**config.mk**
```make
export PLATFORM = sky130hd
export DESIGN_NAME = ras_return_address_stack
export DESIGN_NICKNAME = d
export VERILOG_FILES = /design/src/ras_pkg.sv /design/src/ras_return_address_stack.sv
export SDC_FILE = /design/constraint.sdc
export NUM_CORES = 2
export LEC_CHECK = 0
export ABC_AREA = 1
export BUFFER_PORTS_ARGS = -buffer_cell sky130_fd_sc_hd__buf_2
export CORE_MARGIN = 1.5
export CORE_UTILIZATION = 24
export DETAILED_ROUTE_END_ITERATION = 10
export PLACE_DENSITY_LB_ADDON = 0.1
export SLEW_MARGIN = 20
export SYNTH_ARGS = -nofsm -noshare
export SYNTH_HDL_FRONTEND = slang
export SYNTH_SLANG_ARGS = --single-unit
```
**constraint.sdc**
```tcl
create_clock -name clk -period 6.8 [get_ports clk]
set_clock_uncertainty 0.05 [all_clocks]
set_input_delay 1.36 -clock clk [delete_from_list [all_inputs] [get_ports clk]]
set_output_delay 1.36 -clock clk [all_outputs]
set_load 0.01 [all_outputs]
```
**src/ras_pkg.sv**
```systemverilog
/*
 return address stack package: register map, field positions,
 reset values and the core-side request and answer structs.
 assumes a 32-bit avalon-mm slave port with byte addresses.
*/
package ras_pkg;
   localparam int RAS_PC_W = 21;
   localparam int RAS_ADDR_W = 5;
   localparam int RAS_PTR_W = 5;
   localparam logic [4:0] RAS_PTR_MAX = 5'h1f;
   localparam logic [4:0] RAS_PTR_RST = 5'h00;
   localparam logic [4:0] RAS_OFS_PTR = 5'h00;
   localparam logic [4:0] RAS_OFS_TOS_LOW = 5'h04;
   localparam logic [4:0] RAS_OFS_TOS_HIGH = 5'h08;
   localparam logic [4:0] RAS_OFS_TOS_UPPER = 5'h0c;
   localparam logic [4:0] RAS_OFS_PWR_STATUS = 5'h10;
   localparam logic [4:0] RAS_OFS_CONFIG = 5'h14;
   localparam logic [4:0] RAS_OFS_INT_STATUS = 5'h18;
   localparam logic [4:0] RAS_OFS_INT_MASK = 5'h1c;
   localparam int RAS_BIT_OVF = 0;
   localparam int RAS_BIT_UNF = 1;
   localparam int RAS_BIT_FAULT_EN = 0;
   localparam logic RAS_FAULT_EN_RST = 1'b1;
   localparam logic [1:0] RAS_FLAGS_RST = 2'h0;
   localparam logic [1:0] RAS_MASK_RST = 2'h0;

   typedef struct packed {
      logic push;
      logic pop;
      logic [RAS_PC_W-1:0] pc;
   } ras_core_req_t;

   typedef struct packed {
      logic valid;
      logic underflow;
      logic [RAS_PC_W-1:0] pc;
   } ras_pop_rsp_t;

   typedef enum logic [1:0] {
      RAS_BUS_IDLE = 2'b00,
      RAS_BUS_ACK = 2'b01
   } ras_bus_state_t;
endpackage

```
**src/ras_return_address_stack.sv**
```systemverilog
/*
 return address stack with avalon-mm register access, sticky
 overflow and underflow flags, optional stack fault reset request
 and a masked level interrupt.
 assumes the core drives at most one push or pop per cycle and
 turns fault_reset into a device reset; reset here is power-on.
*/
`timescale 1ns/100ps
module ras_return_address_stack
   import ras_pkg::*;
#(
   parameter int PC_W = RAS_PC_W
) (
   input wire logic clk,
   input wire logic reset,
   input wire logic [RAS_ADDR_W-1:0] avs_address,
   input wire logic avs_read,
   input wire logic avs_write,
   input wire logic [31:0] avs_writedata,
   input wire logic [3:0] avs_byteenable,
   output logic [31:0] avs_readdata,
   output logic avs_waitrequest,
   input wire ras_core_req_t core_req,
   output ras_pop_rsp_t pop_rsp,
   output logic fault_reset,
   output logic irq
);
   localparam int DEPTH = 32;

   logic [PC_W-1:0] stack_reg [DEPTH];
   logic [PC_W-1:0] stack_next [DEPTH];
   logic [RAS_PTR_W-1:0] ptr_reg;
   logic [RAS_PTR_W-1:0] ptr_next;
   logic [1:0] flags_reg;
   logic [1:0] flags_next;
   logic fault_en_reg;
   logic fault_en_next;
   logic [1:0] int_status_reg;
   logic [1:0] int_status_next;
   logic [1:0] int_mask_reg;
   logic [1:0] int_mask_next;
   ras_bus_state_t bus_reg;
   ras_bus_state_t bus_next;
   logic [31:0] rdata_reg;
   logic [31:0] rdata_next;
   logic wait_reg;
   logic wait_next;
   ras_pop_rsp_t rsp_reg;
   ras_pop_rsp_t rsp_next;
   logic fault_reg;
   logic fault_next;
   logic irq_reg;
   logic irq_next;

   logic bus_wr;
   logic [1:0] ev;
   logic [PC_W-1:0] top_of_stack;
   logic [31:0] tos_word;

   assign top_of_stack = stack_reg[ptr_reg];
   assign tos_word = 32'(top_of_stack);
   // a write is taken at the edge where waitrequest is seen low
   assign bus_wr = avs_write && (bus_reg == RAS_BUS_ACK);

   // bus slave: one wait cycle, then the answer
   always_comb begin
      bus_next = bus_reg;
      wait_next = 1'b1;
      rdata_next = rdata_reg;
      case (bus_reg)
         RAS_BUS_IDLE: begin
            if (avs_read || avs_write) begin
               bus_next = RAS_BUS_ACK;
               wait_next = 1'b0;
               rdata_next = 32'h0000_0000;
               case (avs_address)
                  RAS_OFS_PTR: rdata_next = 32'(ptr_reg);
                  RAS_OFS_TOS_LOW: rdata_next = 32'(tos_word[7:0]);
                  RAS_OFS_TOS_HIGH: rdata_next = 32'(tos_word[15:8]);
                  RAS_OFS_TOS_UPPER: rdata_next = 32'(tos_word[23:16]);
                  RAS_OFS_PWR_STATUS: rdata_next = 32'(flags_reg);
                  RAS_OFS_CONFIG: rdata_next = 32'(fault_en_reg);
                  RAS_OFS_INT_STATUS: rdata_next = 32'(int_status_reg);
                  RAS_OFS_INT_MASK: rdata_next = 32'(int_mask_reg);
                  default: rdata_next = 32'h0000_0000;
               endcase
            end
         end
         RAS_BUS_ACK: begin
            bus_next = RAS_BUS_IDLE;
         end
         default: begin
            bus_next = RAS_BUS_IDLE;
         end
      endcase
   end

   always_ff @(posedge clk) begin
      if (reset) begin
         bus_reg <= RAS_BUS_IDLE;
         wait_reg <= 1'b1;
         rdata_reg <= 32'h0000_0000;
      end else begin
         bus_reg <= bus_next;
         wait_reg <= wait_next;
         rdata_reg <= rdata_next;
      end
   end

   // stack, pointer and flags
   always_comb begin
      logic [RAS_PTR_W-1:0] up;
      up = ptr_reg + 5'h01;
      stack_next = stack_reg;
      ptr_next = ptr_reg;
      flags_next = flags_reg;
      fault_en_next = fault_en_reg;
      ev = 2'h0;
      fault_next = 1'b0;
      rsp_next = '0;
      if (bus_wr && avs_byteenable[0]) begin
         case (avs_address)
            RAS_OFS_PTR: ptr_next = avs_writedata[RAS_PTR_W-1:0];
            RAS_OFS_TOS_LOW: stack_next[ptr_reg][7:0] = avs_writedata[7:0];
            RAS_OFS_TOS_HIGH: stack_next[ptr_reg][15:8] = avs_writedata[7:0];
            RAS_OFS_TOS_UPPER:
               stack_next[ptr_reg][PC_W-1:16] = avs_writedata[PC_W-17:0];
            RAS_OFS_PWR_STATUS: flags_next = avs_writedata[1:0];
            RAS_OFS_CONFIG: fault_en_next = avs_writedata[RAS_BIT_FAULT_EN];
            default: begin
            end
         endcase
      end
      // the core wins over a software write in the same cycle
      if (core_req.push) begin
         if (ptr_reg == RAS_PTR_MAX) begin
            ev[RAS_BIT_OVF] = 1'b1;
            flags_next[RAS_BIT_OVF] = 1'b1;
            if (fault_en_reg) begin
               ptr_next = RAS_PTR_RST;
               fault_next = 1'b1;
            end else begin
               ptr_next = RAS_PTR_MAX;
               stack_next[RAS_PTR_MAX] = core_req.pc;
            end
         end else begin
            ptr_next = up;
            stack_next[up] = core_req.pc;
         end
      end else if (core_req.pop) begin
         rsp_next.valid = 1'b1;
         if (ptr_reg == RAS_PTR_RST) begin
            // zero vectors to the reset address, pointer and entries untouched, underflow flag set
            rsp_next.pc = '0;
            rsp_next.underflow = 1'b1;
            ev[RAS_BIT_UNF] = 1'b1;
            flags_next[RAS_BIT_UNF] = 1'b1;
            fault_next = fault_en_reg;
         end else begin
            rsp_next.pc = top_of_stack;
            ptr_next = ptr_reg - 5'h01;
         end
      end
   end

   always_ff @(posedge clk) begin
      if (reset) begin
         ptr_reg <= RAS_PTR_RST;
         flags_reg <= RAS_FLAGS_RST;
         fault_en_reg <= RAS_FAULT_EN_RST;
         fault_reg <= 1'b0;
         rsp_reg <= '0;
      end else begin
         ptr_reg <= ptr_next;
         flags_reg <= flags_next;
         fault_en_reg <= fault_en_next;
         fault_reg <= fault_next;
         rsp_reg <= rsp_next;
      end
   end

   // entry storage needs no reset; one register per entry
   genvar gi;
   generate
      for (gi = 0; gi < DEPTH; gi++) begin : g_entry
         always_ff @(posedge clk) begin
            stack_reg[gi] <= stack_next[gi];
         end
      end
   endgenerate

   // interrupt: sticky events, set beats a same-cycle clear
   always_comb begin
      int_status_next = int_status_reg;
      int_mask_next = int_mask_reg;
      if (bus_wr && avs_byteenable[0]) begin
         if (avs_address == RAS_OFS_INT_STATUS) begin
            int_status_next = int_status_reg & ~avs_writedata[1:0];
         end
         if (avs_address == RAS_OFS_INT_MASK) begin
            int_mask_next = avs_writedata[1:0];
         end
      end
      int_status_next = int_status_next | ev;
      irq_next = |(int_status_next & int_mask_next);
   end

   always_ff @(posedge clk) begin
      if (reset) begin
         int_status_reg <= RAS_FLAGS_RST;
         int_mask_reg <= RAS_MASK_RST;
         irq_reg <= 1'b0;
      end else begin
         int_status_reg <= int_status_next;
         int_mask_reg <= int_mask_next;
         irq_reg <= irq_next;
      end
   end

   assign avs_readdata = rdata_reg;
   assign avs_waitrequest = wait_reg;
   assign pop_rsp = rsp_reg;
   assign fault_reset = fault_reg;
   assign irq = irq_reg;
endmodule
```
==> impl_metrics.json <==
{
  "dpl-instance-area_sq_um": 43900,
  "syn_inst": 6712,
  "rr_worst_depth": 10,
  "final_hold_viol_count": 0,
  "synth_edf_count": 0,
  "drv_slew": 0,
  "fin_tns_setup_ns": 0,
  "antenna_left": 0,
  "wire_per_inst_microns": 26.5,
  "synthArstFlopShare": 0,
  "final_core_util": 0.275,
  "cts.sinks": 719,
  "grt_pass1_vias": 41671,
  "cts_buffer_depth": 3,
  "drc": 0,
  "largest_reg_flops": 672,
  "synthDistinctLibCells": 47,
  "dp_cells": 8708,
  "insertion_delay_ns": 0.74,
  "fin_crit_sh": 0.661,
  "post-cts-setup-buffers": 0,
  "end_kind": "flip-flop",
  "p_total_mw": 15.7,
  "drive_gt1_frac": 0.0692,
  "setup_slack_ns": 2.31,
  "cts-resized-gates": 0,
  "drt-pass1-iter-count": 6,
  "cp_slowest_cell": "dfxtp_4",
  "instances_no_fill": 8888,
  "power_leakage_nw": 22.2,
  "core-area_sq_um": 172000,
  "crit_required_ns": 7.37,
  "holdPathStages": 2,
  "rows": 152,
  "area_delta_synth_final_pct": 13.4,
  "synth.avg_cell_area_sq_um": 6.20,
  "crit_type": "flip-flop to flip-flop",
  "cpPeakStageDelay_ns": 0.77,
  "grtUsageTotal": 0.260,
  "crit_arrival_ns": 5.06,
  "dp_hpwl_mm": 148,
  "p_per_area_nw_per_um2": 333,
  "critPathTopFamily": "simple AND/OR/NAND/NOR gates",
  "io-pin-count": 126,
  "drt-initial-drc-count": 4929,
  "worstPathCellList": "ha_1, nand2_1, nor2_1, ha_1, nor3_2, inv_2, nor2_1, clkinv_1, o22ai_1, inv_1",
  "tritoncts": "built",
  "gp_congestion": 0.927,
  "dieArea_sq_um": 176000,
  "cts.htree.levels": 3,
  "seq_area_frac_synth": 0.346,
  "grt_max_degree": 134,
  "grt_pass1_wl_mm": 328,
  "avgViaCountPerCell": 5.15,
  "hold_buffers": 0,
  "max-slew-margin-rel": 0.223,
  "die_w_microns": 419,
  "critPathLaunchType": "flip-flop",
  "cp.depth": 10,
  "fmax_mhz": 223,
  "drt-total-wl_mm": 236,
  "rsz0062_at_grt": "no",
  "ys_ff_latch": 719,
  "hold_class": "flip-flop to flip-flop",
  "drv_cap": 0,
  "max_slew.worst_pin.slew_ns": 1.16,
  "cts-root-buf": "clkbuf_16",
  "final_area_sq_um": 47200,
  "start_util": 0.242,
  "clkTransAtPathRegs_ns": 0.06,
  "antenna_found_initial": 14,
  "worst_hold_slack_ns": 0.408,
  "grt-ovfl-total": 0,
  "portBuffers": 74,
  "cp_num_buf_inv": 3,
  "numCtsBuffers": 99,
  "max-vdd-ir-drop_mv": 0.208,
  "nFillCells": 19718,
  "die_y_microns": 419,
  "synth_warnings": 0,
  "synth_ff_type": "dfxtp_1",
  "syn_area_sq_um": 41600,
  "place_ws_ns": 2.34,
  "final_nets": 6576,
  "status": "completed",
  "crit_fanout": 35,
  "finalSetupViolations": 0,
  "fin_crit_ns": 4.49,
  "num_vias": 45746
}
[worst register-to-register path: stages, from the launching register on]
cell      delay (ns)
dfxtp_4         0.77
ha_1            0.52
nand2_1         0.31
nor2_1          0.18
ha_1            0.38
nor3_2          0.48
inv_2           0.15
nor2_1          0.47
clkinv_1        0.63
o22ai_1         0.37
inv_1           0.06
[path summary, 6_finish.rpt]
| check | start | endpoint | slack [ns] |
|---|---|---|---|
| worst max-delay path | ptr_reg[1] | stack_reg[660] | 2.31 |
| worst min-delay path | avs_readdata[3] | avs_readdata[3] | 0.41 |
| worst max register to register | ptr_reg[1] | stack_reg[660] | 2.31 |
| worst min register to register | avs_readdata[3] | avs_readdata[3] | 0.41 |
[cell type report]
| class | count | area, sq um | share of cell area |
|---|---|---|---|
| Clock buffer | 157 | 3040 | 0.0644 |
| Clock inverter | 21 | 219 | 0.00464 |
| Sequential cell | 719 | 14400 | 0.305 |
| Antenna cell | 2 | 5.00 | 0.000106 |
| Inverter | 1141 | 4310 | 0.0914 |
| Multi-Input combinational cell | 4323 | 20800 | 0.441 |
| Timing Repair Buffer | 215 | 1520 | 0.0321 |
| Tap cell | 2310 | 2890 | 0.0612 |
[synth_stat cells, types with 65 or more instances]
cell / n / area (sq um)
o21ai_0: 875 / 4380
nand2_1: 1318 / 4950
inv_1: 1093 / 4100
nor2_1: 523 / 1960
o211ai_1: 65 / 488
o21ai_1: 79 / 395
o22ai_1: 395 / 2470
nand3_1: 375 / 1880
buf_2: 81 / 405
a21oi_1: 415 / 2080
a31oi_1: 77 / 482
clkbuf_1: 411 / 1540
dfxtp_1: 719 / 14400
[layer usage]
| layer | wire length (microns) | global-route usage |
|---|---|---|
| met5 | 14 | 0 |
| met4 | 11200 | 0.111 |
| met3 | 14500 | 0.0322 |
| met2 | 105000 | 0.413 |
| met1 | 105000 | 0.354 |
[layout by cell type, fill, tap and decap left out, drive strengths merged, types with 11 or more instances in the layout]
master     n
a211oi    12
a21boi    13
a21oi    415
a31oi     77
a32oi     11
buf      215
clkbuf   157
clkinv    29
conb      24
dfxtp    719
inv     1128
nand2   1318
nand3    376
nor2     544
nor3      20
o211ai    65
o21ai    954
o221ai    47
o22ai    395
o311ai    17
[logic make-up (layout without fill, tap and decap cells)]
group / count (synthesis) / count (layout) / synth area share
AND/OR/NAND/NOR: 2260 / 2260 / 0.221
AO/OA/AOI/OAI: 2027 / 2027 / 0.272
buffers and inverters: 1693 / 1534 / 0.158
flip-flops: 719 / 719 / 0.346
adder cells (fa/ha/maj): 9 / 9 / 0.00271
XOR/XNOR: 3 / 3 / 0.00108
other: 1 / 26 / 0.0000901
[where the power goes]
part	switching (mW)	total [mW]	internal [mW]	leakage, nW
Combinational	2.94	4.49	1.54	14.7
Sequential	0.482	5.82	5.34	5.93
Clock	2.21	5.40	3.19	1.61
Total	5.64	15.7	10.1	22.2
No activity file was read; power rests on OpenSTA's default activity.
